$ cat src/shared/fdc_pkg.sv
// shared constants, types and register map of the fabric ddr controller shell
package fdc_pkg;

  // ----------------------------------------------------------------
  // widths
  // ----------------------------------------------------------------
  localparam int DATA_W = 64;
  localparam int ADDR_W = 32;
  localparam int IRQ_N = 5;

  // ----------------------------------------------------------------
  // register map (byte offsets)
  // ----------------------------------------------------------------
  localparam logic [7:0] OFS_CTRL = 8'h00;
  localparam logic [7:0] OFS_STAT = 8'h04;
  localparam logic [7:0] OFS_MASK = 8'h08;
  localparam logic [7:0] OFS_RECAL = 8'h0C;
  localparam logic [7:0] OFS_FREQ = 8'h10;
  localparam logic [7:0] OFS_FAB = 8'h14;

  // control register fields
  localparam int CTL_TYPE_LSB = 0;
  localparam int CTL_WIDTH_LSB = 2;
  localparam int CTL_ECC = 4;
  localparam int CTL_IRQEN = 5;
  localparam int CTL_LOCKEN = 6;
  localparam int CTL_DIV_LSB = 8;
  localparam int CTL_BUS_LSB = 12;
  localparam logic [31:0] CTRL_RST = 32'h0000_020A;

  // status and mask bit positions
  localparam int IRQ_FAB = 0;
  localparam int IRQ_CAL = 1;
  localparam int IRQ_LOCK = 2;
  localparam int IRQ_LOST = 3;
  localparam int IRQ_ECC = 4;
  localparam logic [IRQ_N-1:0] MASK_RST = 5'h00;

  // recal register bits
  localparam int RCL_START = 0;
  localparam int RCL_LOCKED = 1;

  // controller clock range in kHz
  localparam logic [31:0] FREQ_MIN_KHZ = 32'h0000_4E20;
  localparam logic [31:0] FREQ_MAX_KHZ = 32'h0005_14C8;
  localparam logic [31:0] FREQ_RST_KHZ = 32'h0003_0D40;

  // ----------------------------------------------------------------
  // timing
  // ----------------------------------------------------------------
  localparam int CLK_MHZ = 250;
  localparam int CAL_TIME_NS = 2000;
  localparam int CAL_CYCLES = (CAL_TIME_NS * CLK_MHZ + 999) / 1000;

  // ----------------------------------------------------------------
  // encodings
  // ----------------------------------------------------------------
  localparam logic [1:0] RESP_OKAY = 2'h0;
  localparam logic [1:0] RESP_SLVERR = 2'h2;

  typedef enum logic [1:0] {
    FDC_LPDDR = 2'b00,
    FDC_DDR2 = 2'b01,
    FDC_DDR3 = 2'b10
  } fdc_mem_e;

  typedef enum logic [1:0] {
    FDC_W8 = 2'b00,
    FDC_W16 = 2'b01,
    FDC_W32 = 2'b10
  } fdc_width_e;

  typedef enum logic [1:0] {
    FDC_AXI64 = 2'b00,
    FDC_AHB_ONE = 2'b01,
    FDC_AHB_TWO = 2'b10
  } fdc_bus_e;

endpackage : fdc_pkg

$ cat src/shared/fdc_link_if.sv
// fabric-side link between the controller shell and a fabric initiator
`timescale 1ns/100ps
interface fdc_link_if #(
  parameter int DATA_W = 64,
  parameter int ADDR_W = 32
) (
  input wire logic aclk
);
  logic fic_tick;
  logic [1:0] bus_mode;
  logic req_valid;
  logic req_ready;
  logic req_write;
  logic req_port;
  logic [ADDR_W-1:0] req_addr;
  logic [DATA_W-1:0] req_wdata;
  logic rsp_valid;
  logic rsp_err;
  logic rsp_port;
  logic [DATA_W-1:0] rsp_rdata;

  modport ctrl (
    input aclk, req_valid, req_write, req_port, req_addr, req_wdata,
    output fic_tick, bus_mode, req_ready, rsp_valid, rsp_err, rsp_port, rsp_rdata
  );

  modport init (
    input aclk, fic_tick, bus_mode, req_ready, rsp_valid, rsp_err, rsp_port, rsp_rdata,
    output req_valid, req_write, req_port, req_addr, req_wdata
  );
endinterface : fdc_link_if

$ cat src/fdc_ctrl.sv
// controller shell end: axi4-lite registers, fabric link target, memory side
`timescale 1ns/100ps
module fdc_ctrl #(
  parameter logic [31:0] MEM_BYTES = 32'h1000_0000,
  parameter int CAL_CYCLES = fdc_pkg::CAL_CYCLES
) (
  input wire logic aclk,
  input wire logic aresetn,
  fdc_link_if.ctrl link,
  input wire logic [7:0] s_axi_awaddr,
  input wire logic s_axi_awvalid,
  output logic s_axi_awready,
  input wire logic [31:0] s_axi_wdata,
  input wire logic [3:0] s_axi_wstrb,
  input wire logic s_axi_wvalid,
  output logic s_axi_wready,
  output logic [1:0] s_axi_bresp,
  output logic s_axi_bvalid,
  input wire logic s_axi_bready,
  input wire logic [7:0] s_axi_araddr,
  input wire logic s_axi_arvalid,
  output logic s_axi_arready,
  output logic [31:0] s_axi_rdata,
  output logic [1:0] s_axi_rresp,
  output logic s_axi_rvalid,
  input wire logic s_axi_rready,
  input wire logic fabric_clock_locked_in,
  input wire logic clock_synth_locked,
  output logic [1:0] mem_type,
  output logic [1:0] mem_width,
  output logic mem_ecc_en,
  output logic mem_req,
  output logic mem_we,
  output logic [fdc_pkg::ADDR_W-1:0] mem_addr,
  output logic [fdc_pkg::DATA_W-1:0] mem_wdata,
  input wire logic mem_ack,
  input wire logic [fdc_pkg::DATA_W-1:0] mem_rdata,
  input wire logic mem_ecc_single,
  input wire logic mem_ecc_double,
  output logic [fdc_pkg::IRQ_N-1:0] irq_lines,
  output logic irq
);
  import fdc_pkg::*;

  typedef enum logic [1:0] {
    LS_IDLE = 2'b00,
    LS_MEM = 2'b01,
    LS_RSP = 2'b10
  } fdc_lstate_e;

  // merge a write into a register under byte enables
  function automatic logic [31:0] merge(input logic [31:0] old, input logic [31:0] nw,
                                        input logic [3:0] strb);
    logic [31:0] res;
    res = old;
    for (int i = 0; i < 4; i++) begin
      if (strb[i]) begin
        res[i*8 +: 8] = nw[i*8 +: 8];
      end
    end
    return res;
  endfunction : merge

  // ----------------------------------------------------------------
  // register bus slave
  // ----------------------------------------------------------------
  logic awready_ff, wready_ff, bvalid_ff, arready_ff, rvalid_ff;
  logic aw_have_ff, w_have_ff;
  logic [7:0] aw_addr_ff;
  logic [31:0] w_data_ff;
  logic [3:0] w_strb_ff;
  logic [1:0] bresp_ff, rresp_ff;
  logic [31:0] rdata_ff;
  logic [31:0] ctrl_ff, freq_ff, fab_ff;
  logic [IRQ_N-1:0] stat_ff, mask_ff, ev;
  logic [15:0] cal_cnt_ff;
  logic wr_go, rd_go;
  logic [31:0] wr_val;

  assign wr_go = aw_have_ff && w_have_ff && !bvalid_ff;
  assign rd_go = s_axi_arvalid && arready_ff;

  // write channels taken in either order; one write in flight at a time
  always_ff @(posedge aclk) begin
    if (!aresetn) begin
      awready_ff <= 1'b1;
      wready_ff <= 1'b1;
      aw_have_ff <= 1'b0;
      w_have_ff <= 1'b0;
      bvalid_ff <= 1'b0;
      bresp_ff <= RESP_OKAY;
      aw_addr_ff <= 8'h00;
      w_data_ff <= 32'h0000_0000;
      w_strb_ff <= 4'h0;
    end else begin
      if (s_axi_awvalid && awready_ff) begin
        aw_addr_ff <= s_axi_awaddr;
        aw_have_ff <= 1'b1;
        awready_ff <= 1'b0;
      end
      if (s_axi_wvalid && wready_ff) begin
        w_data_ff <= s_axi_wdata;
        w_strb_ff <= s_axi_wstrb;
        w_have_ff <= 1'b1;
        wready_ff <= 1'b0;
      end
      if (wr_go) begin
        aw_have_ff <= 1'b0;
        w_have_ff <= 1'b0;
        bvalid_ff <= 1'b1;
        bresp_ff <= (aw_addr_ff > OFS_FREQ) ? RESP_SLVERR : RESP_OKAY; // fab reg is read-only
      end
      if (bvalid_ff && s_axi_bready) begin
        bvalid_ff <= 1'b0;
        awready_ff <= 1'b1;
        wready_ff <= 1'b1;
      end
    end
  end

  // read channel; unmapped offsets answer slverr with zero data
  always_ff @(posedge aclk) begin
    if (!aresetn) begin
      arready_ff <= 1'b1;
      rvalid_ff <= 1'b0;
      rdata_ff <= 32'h0000_0000;
      rresp_ff <= RESP_OKAY;
    end else if (rd_go) begin
      arready_ff <= 1'b0;
      rvalid_ff <= 1'b1;
      rresp_ff <= RESP_OKAY;
      unique case (s_axi_araddr)
        OFS_CTRL: rdata_ff <= ctrl_ff;
        OFS_STAT: rdata_ff <= {27'h0, stat_ff};
        OFS_MASK: rdata_ff <= {27'h0, mask_ff};
        OFS_RECAL: rdata_ff <= {30'h0, clock_synth_locked, cal_cnt_ff != 16'h0000};
        OFS_FREQ: rdata_ff <= freq_ff;
        OFS_FAB: rdata_ff <= fab_ff;
        default: begin
          rdata_ff <= 32'h0000_0000;
          rresp_ff <= RESP_SLVERR;
        end
      endcase
    end else if (rvalid_ff && s_axi_rready) begin
      rvalid_ff <= 1'b0;
      arready_ff <= 1'b1;
    end
  end

  // configuration registers written before any memory access
  assign wr_val = merge(ctrl_ff, w_data_ff, w_strb_ff);
  always_ff @(posedge aclk) begin
    if (!aresetn) begin
      ctrl_ff <= CTRL_RST;
      mask_ff <= MASK_RST;
      freq_ff <= FREQ_RST_KHZ;
    end else if (wr_go) begin
      if (aw_addr_ff == OFS_CTRL) begin
        ctrl_ff <= wr_val; // memory type width ecc bus
      end
      if (aw_addr_ff == OFS_MASK) begin
        mask_ff <= w_data_ff[IRQ_N-1:0];
      end
      if (aw_addr_ff == OFS_FREQ) begin
        // out of range values clamp to the supported band
        if (w_data_ff < FREQ_MIN_KHZ) begin
          freq_ff <= FREQ_MIN_KHZ;
        end else if (w_data_ff > FREQ_MAX_KHZ) begin
          freq_ff <= FREQ_MAX_KHZ;
        end else begin
          freq_ff <= w_data_ff;
        end
      end
    end
  end

  // ----------------------------------------------------------------
  // fabric clock divisor
  // ----------------------------------------------------------------
  logic [3:0] div_eff, div_cnt_ff;
  logic tick_ff;
  assign div_eff = (ctrl_ff[CTL_DIV_LSB +: 4] == 4'h0) ? 4'h1 : ctrl_ff[CTL_DIV_LSB +: 4];

  // tick marks each fabric-side cycle; the link only moves on it
  always_ff @(posedge aclk) begin
    if (!aresetn) begin
      div_cnt_ff <= 4'h0;
      tick_ff <= 1'b0;
      fab_ff <= 32'h0000_0000;
    end else begin
      div_cnt_ff <= (div_cnt_ff >= div_eff - 4'h1) ? 4'h0 : div_cnt_ff + 4'h1;
      tick_ff <= (div_cnt_ff >= div_eff - 4'h1);
      fab_ff <= freq_ff / {28'h0, div_eff}; // fabric rate readback
    end
  end

  // ----------------------------------------------------------------
  // fabric link target
  // ----------------------------------------------------------------
  fdc_lstate_e state_ff, nxt_state;
  logic hold, take, ready_ff, rsp_valid_ff, rsp_err_ff, rsp_port_ff;
  logic addr_bad, ahb_mode;
  logic [DATA_W-1:0] rsp_rdata_ff;
  logic mem_req_ff, mem_we_ff;
  logic [ADDR_W-1:0] mem_addr_ff;
  logic [DATA_W-1:0] mem_wdata_ff;

  // with lock checking enabled (CTL_LOCKEN), no request is taken while the fabric clock is unlocked
  assign hold = ctrl_ff[CTL_LOCKEN] && !fabric_clock_locked_in;
  assign take = tick_ff && ready_ff && link.req_valid;
  assign addr_bad = link.req_addr >= MEM_BYTES;
  assign ahb_mode = ctrl_ff[CTL_BUS_LSB +: 2] != FDC_AXI64;

  always_comb begin
    nxt_state = state_ff;
    unique case (state_ff)
      LS_IDLE: if (take) nxt_state = addr_bad ? LS_RSP : LS_MEM;
      LS_MEM: if (mem_ack) nxt_state = LS_RSP;
      LS_RSP: if (tick_ff) nxt_state = LS_IDLE;
      default: nxt_state = LS_IDLE;
    endcase
  end

  // each in-range fabric request becomes one memory access; never initiates
  always_ff @(posedge aclk) begin
    if (!aresetn) begin
      state_ff <= LS_IDLE;
      ready_ff <= 1'b0;
      mem_req_ff <= 1'b0;
      mem_we_ff <= 1'b0;
      mem_addr_ff <= '0;
      mem_wdata_ff <= '0;
      rsp_valid_ff <= 1'b0;
      rsp_err_ff <= 1'b0;
      rsp_port_ff <= 1'b0;
      rsp_rdata_ff <= '0;
    end else begin
      state_ff <= nxt_state;
      ready_ff <= (nxt_state == LS_IDLE) && !hold;
      if (tick_ff) begin
        rsp_valid_ff <= 1'b0;
      end
      if (state_ff == LS_IDLE && take) begin
        mem_we_ff <= link.req_write;
        mem_addr_ff <= link.req_addr;
        // ahb ports carry 32 bits only
        mem_wdata_ff <= ahb_mode ? {32'h0, link.req_wdata[31:0]} : link.req_wdata;
        rsp_port_ff <= link.req_port; // echoed in every mode so the asker finds it
        mem_req_ff <= !addr_bad;
        rsp_err_ff <= addr_bad;
        rsp_rdata_ff <= '0;
      end
      if (state_ff == LS_MEM && mem_ack) begin
        mem_req_ff <= 1'b0;
        rsp_err_ff <= ctrl_ff[CTL_ECC] && mem_ecc_double;
        rsp_rdata_ff <= ahb_mode ? {32'h0, mem_rdata[31:0]} : mem_rdata;
      end
      if (state_ff == LS_RSP && tick_ff) begin
        rsp_valid_ff <= 1'b1;
      end
    end
  end

  // ----------------------------------------------------------------
  // recalibration, synth lock tracking, interrupts
  // ----------------------------------------------------------------
  logic lock_q_ff;
  logic [IRQ_N-1:0] irq_lines_ff;
  logic irq_ff;

  always_ff @(posedge aclk) begin
    if (!aresetn) begin
      cal_cnt_ff <= 16'h0000;
      lock_q_ff <= 1'b0;
    end else begin
      lock_q_ff <= clock_synth_locked;
      if (wr_go && aw_addr_ff == OFS_RECAL && w_data_ff[RCL_START] && cal_cnt_ff == 16'h0000) begin
        cal_cnt_ff <= 16'(CAL_CYCLES);
      end else if (cal_cnt_ff != 16'h0000) begin
        cal_cnt_ff <= cal_cnt_ff - 16'h0001;
      end
    end
  end

  always_comb begin
    ev = '0;
    ev[IRQ_FAB] = state_ff == LS_RSP && tick_ff && rsp_err_ff;
    ev[IRQ_CAL] = cal_cnt_ff == 16'h0001;
    ev[IRQ_LOCK] = clock_synth_locked && !lock_q_ff;
    ev[IRQ_LOST] = !clock_synth_locked && lock_q_ff;
    ev[IRQ_ECC] = state_ff == LS_MEM && mem_ack && ctrl_ff[CTL_ECC]
                  && (mem_ecc_single || mem_ecc_double);
  end

  // sticky status; a read clears only what it returned, so a new event wins
  always_ff @(posedge aclk) begin
    if (!aresetn) begin
      stat_ff <= '0;
      irq_lines_ff <= '0;
      irq_ff <= 1'b0;
    end else begin
      stat_ff <= (stat_ff & ~((rd_go && s_axi_araddr == OFS_STAT) ? stat_ff : '0)) | ev;
      // outputs stay quiet unless interrupts are enabled
      irq_lines_ff <= ctrl_ff[CTL_IRQEN] ? (stat_ff & mask_ff) : '0;
      irq_ff <= ctrl_ff[CTL_IRQEN] && |(stat_ff & mask_ff);
    end
  end

  // ----------------------------------------------------------------
  // outputs
  // ----------------------------------------------------------------
  assign s_axi_awready = awready_ff;
  assign s_axi_wready = wready_ff;
  assign s_axi_bvalid = bvalid_ff;
  assign s_axi_bresp = bresp_ff;
  assign s_axi_arready = arready_ff;
  assign s_axi_rvalid = rvalid_ff;
  assign s_axi_rdata = rdata_ff;
  assign s_axi_rresp = rresp_ff;
  assign mem_type = ctrl_ff[CTL_TYPE_LSB +: 2];
  assign mem_width = ctrl_ff[CTL_WIDTH_LSB +: 2];
  assign mem_ecc_en = ctrl_ff[CTL_ECC];
  assign mem_req = mem_req_ff;
  assign mem_we = mem_we_ff;
  assign mem_addr = mem_addr_ff;
  assign mem_wdata = mem_wdata_ff;
  assign irq_lines = irq_lines_ff;
  assign irq = irq_ff;
  assign link.fic_tick = tick_ff;
  assign link.bus_mode = ctrl_ff[CTL_BUS_LSB +: 2];
  assign link.req_ready = ready_ff;
  assign link.rsp_valid = rsp_valid_ff;
  assign link.rsp_err = rsp_err_ff;
  assign link.rsp_port = rsp_port_ff;
  assign link.rsp_rdata = rsp_rdata_ff;

endmodule : fdc_ctrl

$ cat src/flat_wrapper.sv
// flat-port wrapper written by rule: the top's interface ports become plain ports
module fdc_ctrl_flat import fdc_pkg::*;
#(
  parameter logic [31:0] MEM_BYTES = 32'h1000_0000,
  parameter int CAL_CYCLES = fdc_pkg::CAL_CYCLES
)
  (aclk, aresetn, s_axi_awaddr, s_axi_awvalid, s_axi_awready, s_axi_wdata, s_axi_wstrb, s_axi_wvalid, s_axi_wready, s_axi_bresp, s_axi_bvalid, s_axi_bready, s_axi_araddr, s_axi_arvalid, s_axi_arready, s_axi_rdata, s_axi_rresp, s_axi_rvalid, s_axi_rready, fabric_clock_locked_in, clock_synth_locked, mem_type, mem_width, mem_ecc_en, mem_req, mem_we, mem_addr, mem_wdata, mem_ack, mem_rdata, mem_ecc_single, mem_ecc_double, irq_lines, irq, link_req_valid, link_req_write, link_req_port, link_req_addr, link_req_wdata, link_fic_tick, link_bus_mode, link_req_ready, link_rsp_valid, link_rsp_err, link_rsp_port, link_rsp_rdata);
  fdc_link_if #(.DATA_W(64), .ADDR_W(32)) link_i (.aclk(aclk));
  input wire logic aclk;
  input wire logic aresetn;
  input wire logic [7:0] s_axi_awaddr;
  input wire logic s_axi_awvalid;
  output logic s_axi_awready;
  input wire logic [31:0] s_axi_wdata;
  input wire logic [3:0] s_axi_wstrb;
  input wire logic s_axi_wvalid;
  output logic s_axi_wready;
  output logic [1:0] s_axi_bresp;
  output logic s_axi_bvalid;
  input wire logic s_axi_bready;
  input wire logic [7:0] s_axi_araddr;
  input wire logic s_axi_arvalid;
  output logic s_axi_arready;
  output logic [31:0] s_axi_rdata;
  output logic [1:0] s_axi_rresp;
  output logic s_axi_rvalid;
  input wire logic s_axi_rready;
  input wire logic fabric_clock_locked_in;
  input wire logic clock_synth_locked;
  output logic [1:0] mem_type;
  output logic [1:0] mem_width;
  output logic mem_ecc_en;
  output logic mem_req;
  output logic mem_we;
  output logic [fdc_pkg::ADDR_W-1:0] mem_addr;
  output logic [fdc_pkg::DATA_W-1:0] mem_wdata;
  input wire logic mem_ack;
  input wire logic [fdc_pkg::DATA_W-1:0] mem_rdata;
  input wire logic mem_ecc_single;
  input wire logic mem_ecc_double;
  output logic [fdc_pkg::IRQ_N-1:0] irq_lines;
  output logic irq;
  input wire logic [$bits(link_i.req_valid)-1:0] link_req_valid;
  input wire logic [$bits(link_i.req_write)-1:0] link_req_write;
  input wire logic [$bits(link_i.req_port)-1:0] link_req_port;
  input wire logic [$bits(link_i.req_addr)-1:0] link_req_addr;
  input wire logic [$bits(link_i.req_wdata)-1:0] link_req_wdata;
  output wire logic [$bits(link_i.fic_tick)-1:0] link_fic_tick;
  output wire logic [$bits(link_i.bus_mode)-1:0] link_bus_mode;
  output wire logic [$bits(link_i.req_ready)-1:0] link_req_ready;
  output wire logic [$bits(link_i.rsp_valid)-1:0] link_rsp_valid;
  output wire logic [$bits(link_i.rsp_err)-1:0] link_rsp_err;
  output wire logic [$bits(link_i.rsp_port)-1:0] link_rsp_port;
  output wire logic [$bits(link_i.rsp_rdata)-1:0] link_rsp_rdata;
  assign link_i.req_valid = link_req_valid;
  assign link_i.req_write = link_req_write;
  assign link_i.req_port = link_req_port;
  assign link_i.req_addr = link_req_addr;
  assign link_i.req_wdata = link_req_wdata;
  assign link_fic_tick = link_i.fic_tick;
  assign link_bus_mode = link_i.bus_mode;
  assign link_req_ready = link_i.req_ready;
  assign link_rsp_valid = link_i.rsp_valid;
  assign link_rsp_err = link_i.rsp_err;
  assign link_rsp_port = link_i.rsp_port;
  assign link_rsp_rdata = link_i.rsp_rdata;
  fdc_ctrl #(.MEM_BYTES(MEM_BYTES), .CAL_CYCLES(CAL_CYCLES)) u_core (.aclk(aclk), .aresetn(aresetn), .link(link_i), .s_axi_awaddr(s_axi_awaddr), .s_axi_awvalid(s_axi_awvalid), .s_axi_awready(s_axi_awready), .s_axi_wdata(s_axi_wdata), .s_axi_wstrb(s_axi_wstrb), .s_axi_wvalid(s_axi_wvalid), .s_axi_wready(s_axi_wready), .s_axi_bresp(s_axi_bresp), .s_axi_bvalid(s_axi_bvalid), .s_axi_bready(s_axi_bready), .s_axi_araddr(s_axi_araddr), .s_axi_arvalid(s_axi_arvalid), .s_axi_arready(s_axi_arready), .s_axi_rdata(s_axi_rdata), .s_axi_rresp(s_axi_rresp), .s_axi_rvalid(s_axi_rvalid), .s_axi_rready(s_axi_rready), .fabric_clock_locked_in(fabric_clock_locked_in), .clock_synth_locked(clock_synth_locked), .mem_type(mem_type), .mem_width(mem_width), .mem_ecc_en(mem_ecc_en), .mem_req(mem_req), .mem_we(mem_we), .mem_addr(mem_addr), .mem_wdata(mem_wdata), .mem_ack(mem_ack), .mem_rdata(mem_rdata), .mem_ecc_single(mem_ecc_single), .mem_ecc_double(mem_ecc_double), .irq_lines(irq_lines), .irq(irq));
endmodule
$ cat config.mk
export PLATFORM = sky130hd
export DESIGN_NAME = fdc_ctrl_flat
export DESIGN_NICKNAME = d
export VERILOG_FILES = /design/src/shared/fdc_pkg.sv /design/src/shared/fdc_link_if.sv /design/src/fdc_ctrl.sv /design/src/flat_wrapper.sv
export SDC_FILE = /design/constraint.sdc
export NUM_CORES = 1
export LEC_CHECK = 0
export BUFFER_PORTS_ARGS = -buffer_cell sky130_fd_sc_hd__buf_2
export CAP_MARGIN = 20
export CORE_MARGIN = 1.5
export CORE_UTILIZATION = 50
export CTS_BUF_LIST = sky130_fd_sc_hd__clkbuf_4
export DETAILED_ROUTE_END_ITERATION = 12
export PLACE_DENSITY = 0.7
export RECOVER_POWER = 25
export SKIP_LAST_GASP = 1
export SYNTH_ARGS = -nofsm -noshare
export SYNTH_HDL_FRONTEND = slang
export SYNTH_SLANG_ARGS = --single-unit
$ cat constraint.sdc
create_clock -name aclk -period 140.4 [get_ports aclk]
set_input_delay 28.08 -clock aclk [delete_from_list [all_inputs] [get_ports aclk]]
set_output_delay 28.08 -clock aclk [all_outputs]
set_load 0.01 [all_outputs]
Yosys cells after proc, flatten, opt, wreduce, memory -nomap -nowiden:

Index checks and enable logic that the tools add are counted.

* register bits after elaboration: 389
* output and inout bits: 221
* input port bits: 227
* logic and storage cells: 147

* bitwise logic cells: 5
* $add $sub $neg: 3
* equal/unequal tests: 11
* reduce and logical (&&, ||, !) cells: 58
* $lt $le $gt $ge: 5
* div/mod/pow operators: 1
* muxes and demuxes: 26

Operators with widths (count)
* $mux 64: 4
* $pmux 32 s6: 1
* $mux 32: 2
* $div 32x4->32: 1
* $eq 8x4->1 const B: 4
* $ge 32x29->1 const B: 1
* $gt 32x19->1 const B: 1
* $lt 32x15->1 const B: 1
* $logic_and 1x1->1: 25
* $eq 8x5->1 const B: 3
* $mux 9: 2
* $eq 16x1->1 const B: 1
* $logic_not 16->1: 1
* $logic_not 8->1: 2
* $reduce_bool 16->1: 1
* $sub 16x1->16 const B: 1
* $mux 2: 6
* $reduce_and 3->1: 4
* $and 5x5->5: 2
* $reduce_bool 2->1: 5
* $reduce_or 2->1: 5
* $eq 8x3->1 const B: 1
* $gt 8x5->1 const B: 1
* $mux 1: 8
* other kinds (18): 26

Depth between registers and ports, before layout:

Gate-level depths: netlist of run 1.

* depth in word-level cells: 6
* gate-level depth with buffers: 346
* depth with buffers taken out: 329

Worst setup path before layout of run 1:

No wires, ideal clock.

* kind: register to register
* from: reg u_core.ctrl_ff[11]
* to: reg u_core.fab_ff[0]
* setup time: 0.138 ns
* required time: 140.262 ns
* stages on the path, launching flop included: 325
* setup slack: 73.498 ns
* path buffers: 22
* arrival time: 66.764 ns
* clock period less this slack: 66.902 ns
* cell sequence: dfxtp_1 buf_2 nor3_1 or2_2 inv_1 ha_1 nor4b_2 a2bb2oi_4 ha_1 nor3_1 nor4_4 a21o_1 ha_1 or4b_1 a21oi_1 nor2_1 ha_1 or3_1 [289 not listed] nand2b_1 nor4_1 o21ai_1 nor2_1 nand3_1 nor2_1 a21oi_1 ha_1 a21o_1 a21oi_1 nor2b_1 a2111oi_0 and4_1 o2111ai_1 or4_1 a2111o_1 a211oi_1 a41oi_1

* cells in the longest elaborated chain, start to end: 3

Ends and longest elaborated chain
* start, declared: line fdc_ctrl.sv:74 `logic [31:0] ctrl_ff, freq_ff, fab_ff;`
* start signal, assigned: line fdc_ctrl.sv:159 `ctrl_ff <= wr_val;`
* $logic_not 4->1: line fdc_ctrl.sv:182 `assign div_eff = (ctrl_ff[CTL_DIV_LSB +: 4] == 4'h0) ? 4'h1 : ctrl_ff[CTL_DIV_LSB +: 4];`
* $mux 4 *: line fdc_ctrl.sv:182
* $div 32x4->32 *: line fdc_ctrl.sv:193 `fab_ff <= freq_ff / {28'h0, div_eff};`
* end signal, assigned: line fdc_ctrl.sv:193
* end, declared: line fdc_ctrl.sv:74

Mark *: on every way between the ends. The rest lies on a longest branch, timed or not.
A chain may end at the register's enable or synchronous reset.

Final worst setup path of run 1:

Ends and elaborated chain as after synthesis.

==> flow_summary.yaml, run 1 <==
min_path:
  min_from: "u_core.mem_wdata[50]"
  hp-class: "register to register"
layout:
  layout_commonest_cell: "nand2_1"
  drive_gt1_share_pct: 18.2
  final_cell_mix: "nand2_1 (636), buf_2 (444), nor2_1 (430)"
  nets: 4930
  areaGrowthSynthToFinish_pct: 12.4
  stdcell_count: 5479
synth:
  ys_ff_latch: 387
  synth_warnings: 0
  synth_cells: 4202
  yosys_most_used_dff: "dfxtp_1"
  synth_edf_count: 0
  synthesis.area_sq_mm: 0.0311
  async_flop_share_pct: 0
  avgSynthCellArea_sq_um: 7.41
  yosysUniqueCellTypes: 144
  ys_seq_area_share_pct: 24.9
critical_path:
  cp_num_buf_inv: 7
  worstReg2RegEnd: "u_core.fab_ff[0]"
  startpoint_type: "register"
  cpMaxStageDelayCell: "a2111oi_1"
  cp.arrival_ns: 78.36
  cpMostUsedCell: "a21oi_1"
  crit_family: "compound AO/OA/AOI/OAI gates"
  end_kind: "register"
  rr_worst_depth: 303
  startpoint: "u_core.ctrl_ff[11]"
  endpoint: "u_core.fab_ff[0]"
  crit_required_ns: 140.97
  critical_path_class: "register to register"
  ff2ff_setup_slack_ns: 62.61
  cp_num_cells: 303
  critPathMaxFanout: 19
  max_stage_delay_ns: 0.72
  worstReg2RegStart: "u_core.ctrl_ff[11]"
place:
  placedCellCount: 5309
  hpwl_um: 84800
  io_buffers: 445
  place_congestion: 0.980
floorplan:
  die_h_um: 253
  dieArea_sq_mm: 0.0638
  dieWidth_um: 253
  ioPinCount: 448
  start_util_pct: 50.5
  core_area_sq_mm: 0.0616
  rows: 91
sta:
  worstMarginPinSlew_ns: 3.92
  drv_slew: 202
  fmax_mhz: 12.9
  layout_worst_path_cycle_share_pct: 55.4
  min_period_ns: 77.79
  relSlewSlack_pct: -163
  setup_viol: 0
  whs_ns: 0.449
  grt_setup_unrepaired: "no"
  finalHoldViolCount: 0
  tns_ns: 0
  skew_ns: 0.0625
clock_tree:
  clkTransAtPathRegs_ns: 0.07
  ctsResizeCount: 0
  cts_tree: "yes"
  cts.hold.buffers_added: 0
  postCtsSetupBuffers: 0
  cts_num_sinks: 387
  clk_latency_ns: 0.89
  htreeDepth: 3
  cts_made_buffers: 98
  cts_root_buf: "clkbuf_4"
  clk_path_buf_depth: 3
status:
  failed_checks: "max-capacitance violations, max-slew violations"
  status: "finished, violations left"
global_routing:
  grt_pass1_vias: 30770
  grt_max_degree: 109
  grt_antenna_before_repair: 15
  grt_util_all_layers_pct: 33.2
  grt-ovfl-total: 0
  grt_pass1_wl_um: 170000
job:
  cap_violations: 3
drt:
  num_vias: 33115
  antenna_left: 0
  drt-total-wl_um: 110000
  firstDrtPassIters: 6
  drc_errors: 0
  wire_per_inst_um: 20.0
  drt_iter0_markers: 2715
  viasPerCell: 6.04
[through the flow]
stage | worst slack, ns | instance area (sq um) | util, %
floorplan | 73.50 | 31100 | -
global placement | 66.66 | 33800 | 54.9
detailed placement | 63.90 | 33800 | 54.9
CTS | 63.69 | 35000 | 56.8
global route | 55.07 | 35000 | 56.8
finish | 62.61 | 35000 | 56.8
[registers in the layout (all words and copies together) (netlist names), 2 cells and up]
register / count
u_core.s_axi_rdata: 32
u_core.aw_addr_ff: 8
u_core.mem_addr: 32
u_core.cal_cnt_ff: 16
u_core.ctrl_ff: 32
u_core.freq_ff: 32
u_core.div_cnt_ff: 4
u_core.stat_ff: 5
u_core.w_data_ff: 32
u_core.mem_wdata: 64
u_core.mask_ff: 5
u_core.link.rsp_rdata: 64
u_core.fab_ff: 32
u_core.irq_lines: 5
u_core.state_ff: 2
u_core.w_strb_ff: 4
[cell type report]
type                    count  area (sq um)
clock buffers             133           998
diodes                     11          27.5
multi-input cells        3549         22300
fillers                  6099         26600
flip-flops and latches    387          7750
repair buffers            481          2490
clock inverters            26           149
inverters                  55           208
well taps                 837          1050
[layer usage]
metal	part of all wire (%)	track usage, %	up-vias
met1	42	41.3	15425
met3	6.7	5.58	222
li1	-	-	16261
met5	0.044	0	-
met4	5.2	18.2	8
met2	46	54.6	1199
[kinds of logic after synthesis]
group / Yosys count / synth area share [%]
and+or+nand+nor: 1923 / 30.9
other: 1 / 0.0120
AOI/OAI and AO/OA: 1203 / 26.4
muxes: 113 / 3.83
DFF: 387 / 24.9
buffers and inverters: 267 / 3.58
adders and majority gates: 134 / 5.37
xor gates and xnor gates: 174 / 4.97
[how the worst min path moves through the flow]
stage                            to  slack (ns)  cells past startpoint
4_1_cts        u_core.mem_wdata[50]        0.45                      2
5_1_grt        u_core.mem_wdata[50]        0.46                      2
2_1_floorplan  u_core.div_cnt_ff[0]        0.43                      1
3_5_place_dp   u_core.mem_wdata[50]        0.44                      2
6_report       u_core.mem_wdata[50]        0.45                      2
3_3_place_gp   u_core.mem_wdata[59]        0.44                      2
[cells in the mapped netlist (69+ instances only)]
cell type / count / area (sq um)
a21oi_1: 402 / 2010
nor3_1: 150 / 751
nand3_1: 188 / 941
o21a_1: 69 / 518
clkbuf_1: 156 / 586
ha_1: 131 / 1640
dfxtp_1: 387 / 7750
a22oi_1: 77 / 578
nor2_1: 433 / 1630
xnor2_1: 103 / 902
o21ai_0: 147 / 736
nand2_1: 637 / 2390
[worst reg2reg max path: cells and delay by family, from the launching register on]
kind / cells / cell delay (ns)
AOI/OAI and AO/OA: 139 / 33.19
adders and majority gates: 32 / 9.27
buffers and inverters: 7 / 0.93
DFF: 1 / 0.59
muxes: 5 / 1.49
and+or+nand+nor: 120 / 32.07
Power of run 1 is not shown: default switching activity piles up to over one toggle a cycle in this logic, so the estimate is an artifact.
==> run 2: changes to the inputs <==
--- a/config.mk
+++ b/config.mk
@@ -5,13 +5,14 @@
 export SDC_FILE = /design/constraint.sdc
 export NUM_CORES = 1
 export LEC_CHECK = 0
+export ABC_AREA = 1
 export BUFFER_PORTS_ARGS = -buffer_cell sky130_fd_sc_hd__buf_2
 export CAP_MARGIN = 20
 export CORE_MARGIN = 1.5
 export CORE_UTILIZATION = 50
 export CTS_BUF_LIST = sky130_fd_sc_hd__clkbuf_4
 export DETAILED_ROUTE_END_ITERATION = 12
-export PLACE_DENSITY = 0.7
+export PLACE_DENSITY = 0.69
 export RECOVER_POWER = 25
 export SKIP_LAST_GASP = 1
 export SYNTH_ARGS = -nofsm -noshare
==> constraint.sdc (replaced) <==
create_clock -name aclk -period 79 [get_ports aclk]
set_input_delay 15.8 -clock aclk [delete_from_list [all_inputs] [get_ports aclk]]
set_output_delay 15.8 -clock aclk [all_outputs]
set_load 0.01 [all_outputs]
==> run 2 against run 1 <==
The run still ends with max-capacitance violations, max-slew violations left. Sequential share of layout area fell by 5.0 points. Clock skew is 0.0035 ns lower. Die area grew 33%. Setup slack lost 48 ns. Fmax is 22% higher. Count of clock-buffer cells in the layout rose by 17. Non-clock buffer count shrank 17. Global-route usage up 0.55 points. Register-to-register slack got worse by 48 ns. Cell count is 47% higher.
==> flow_summary.yaml, run 2 <==
status:
  status: "finished, violations left"
  failed_checks: "max-capacitance violations, max-slew violations"
sta:
  relSlewSlack_pct: -152
  fmax_mhz: 15.6
  skew_ns: 0.0589
  grt_setup_unrepaired: "no"
  drv_slew: 300
  layout_worst_path_cycle_share_pct: 81.0
  worstMarginPinSlew_ns: 3.77
  finalHoldViolCount: 0
  tns_ns: 0
  min_period_ns: 63.97
  setup_viol: 0
min_path:
  min_from: "u_core.lock_q_ff"
  hold-path-cell-count: 2
  hp-class: "register to register"
  min_to: "u_core.stat_ff[3]"
synth:
  ys_seq_area_share_pct: 18.7
  async_flop_share_pct: 0
  synth_area_leaders: "dfxtp_1 (19%), nand2_1 (12%), nor2_1 (7.1%), inv_1 (6.8%), nand3_1 (6.8%)"
  synth_most_common_cell: "nand2_1"
  yosysUniqueCellTypes: 80
  ys_top_cells_by_count: "nand2_1 (1377), nor2_1 (781), inv_1 (758)"
  synthesis.area_sq_mm: 0.0415
  synth_edf_count: 0
  synth_warnings: 0
  ys_ff_latch: 387
  yosysTopAreaCell: "dfxtp_1"
  synth_cells: 6516
  avgSynthCellArea_sq_um: 6.37
  yosys_most_used_dff: "dfxtp_1"
  synth_top_area_share_pct: 18.7
drt:
  viasPerCell: 5.45
  drt-total-wl_um: 148000
  wire_per_inst_um: 18.4
  num_vias: 43819
  drt_iter0_markers: 3401
  drc_errors: 0
  firstDrtPassIters: 6
  antenna_left: 0
clock_tree:
  clk_latency_ns: 0.94
  ctsResizeCount: 0
  htreeDepth: 3
  clkTransAtPathRegs_ns: 0.07
  clk_path_buf_depth: 3
  cts_made_buffers: 105
  cts_num_sinks: 387
  cts_tree: "yes"
  cts.hold.buffers_added: 0
  cts_root_buf: "clkbuf_4"
  postCtsSetupBuffers: 0
critical_path:
  cp.arrival_ns: 64.75
  crit_required_ns: 79.79
  worstReg2RegEnd: "u_core.fab_ff[0]"
  end_kind: "register"
  cpMaxStageDelayCell: "nand3_2"
  ff2ff_setup_slack_ns: 15.03
  cp_num_buf_inv: 64
  rr_worst_depth: 349
  max_stage_delay_ns: 0.68
  cpMostUsedCell: "inv_1"
  critical_path_class: "register to register"
  critPathMaxFanout: 38
  startpoint_type: "register"
  crit_family: "simple AND/OR/NAND/NOR gates"
  worstReg2RegStart: "u_core.ctrl_ff[9]"
layout:
  drive_gt1_share_pct: 24.1
  final_util_pct: 55.2
  layout_commonest_cell: "nand2_1"
  areaGrowthSynthToFinish_pct: 9.04
  nets: 7235
  final_cell_mix: "nand2_1 (1375), nor2_1 (778), inv_1 (756)"
  nFillCells: 8441
floorplan:
  die_h_um: 291
  dieArea_sq_mm: 0.0848
  rows: 105
  core_area_sq_mm: 0.0821
  dieWidth_um: 291
  ioPinCount: 448
  start_util_pct: 50.6
global_routing:
  grt_antenna_before_repair: 15
  grt_pass1_wl_um: 228000
  grt_max_degree: 116
  grt_pass1_vias: 40184
  grt_util_all_layers_pct: 33.8
  grt-ovfl-total: 0
place:
  hpwl_um: 119000
  place_congestion: 1.01
  io_buffers: 445
job:
  cap_violations: 3
## run 2: metal layers
layer | up-vias | track usage (%) | part of all wire, %
met3 | 223 | 6.22 | 7.7
li1 | 21941 | - | -
met1 | 20088 | 46.0 | 45
met2 | 1561 | 53.6 | 44
met5 | - | 0 | 0.017
met4 | 6 | 10.7 | 2.9
## run 2: worst max path at each step
stage | start | end | cells past startpoint
finish | u_core.ctrl_ff[9] | u_core.fab_ff[0] | 349
global route | u_core.ctrl_ff[9] | u_core.fab_ff[0] | 356
global placement | u_core.ctrl_ff[9] | u_core.fab_ff[0] | 351
detailed placement | u_core.ctrl_ff[9] | u_core.fab_ff[0] | 350
floorplan | u_core.ctrl_ff[9] | u_core.fab_ff[0] | 384
CTS | u_core.ctrl_ff[9] | u_core.fab_ff[0] | 350
## run 2: layout make-up
class	count	area, sq um	area share, %
Inverter	921	3600	7.95
Timing Repair Buffer	464	2360	5.22
Tap cell	1070	1340	2.96
Clock inverter	38	272	0.599
Multi-Input combinational cell	4998	28800	63.6
Clock buffer	150	1130	2.49
Sequential cell	387	7750	17.1
Antenna cell	16	40.0	0.0884
## run 2: kinds of logic after synthesis
logic type                 synth area share (%)
AOI/OAI and AO/OA                          12.0
xor gates and xnor gates                   2.78
adders and majority gates                  3.95
buffers and inverters                      12.1
DFF                                        18.7
muxes                                    0.0482
other                                   0.00903
and+or+nand+nor                            50.4
## run 2: worst min-delay path, stage by stage (launching register included)
cell and delay, ns:
dfxtp_1 0.31, nand2_1 0.06, a21oi_1 0.06
## run 2: stage by stage
stage          hold WS [ns]  setup WS [ns]  std cells  cell area [sq um]
2_1_floorplan         0.423          24.18       6517              41500
3_3_place_gp          0.428          17.90       7840              43900
3_5_place_dp          0.436          15.53       7840              43900
4_1_cts               0.421          15.43       8028              45300
5_1_grt               0.472           8.45       8042              45300
6_report              0.433          15.03       8044              45300
Power of run 2 is left out for the same reason.
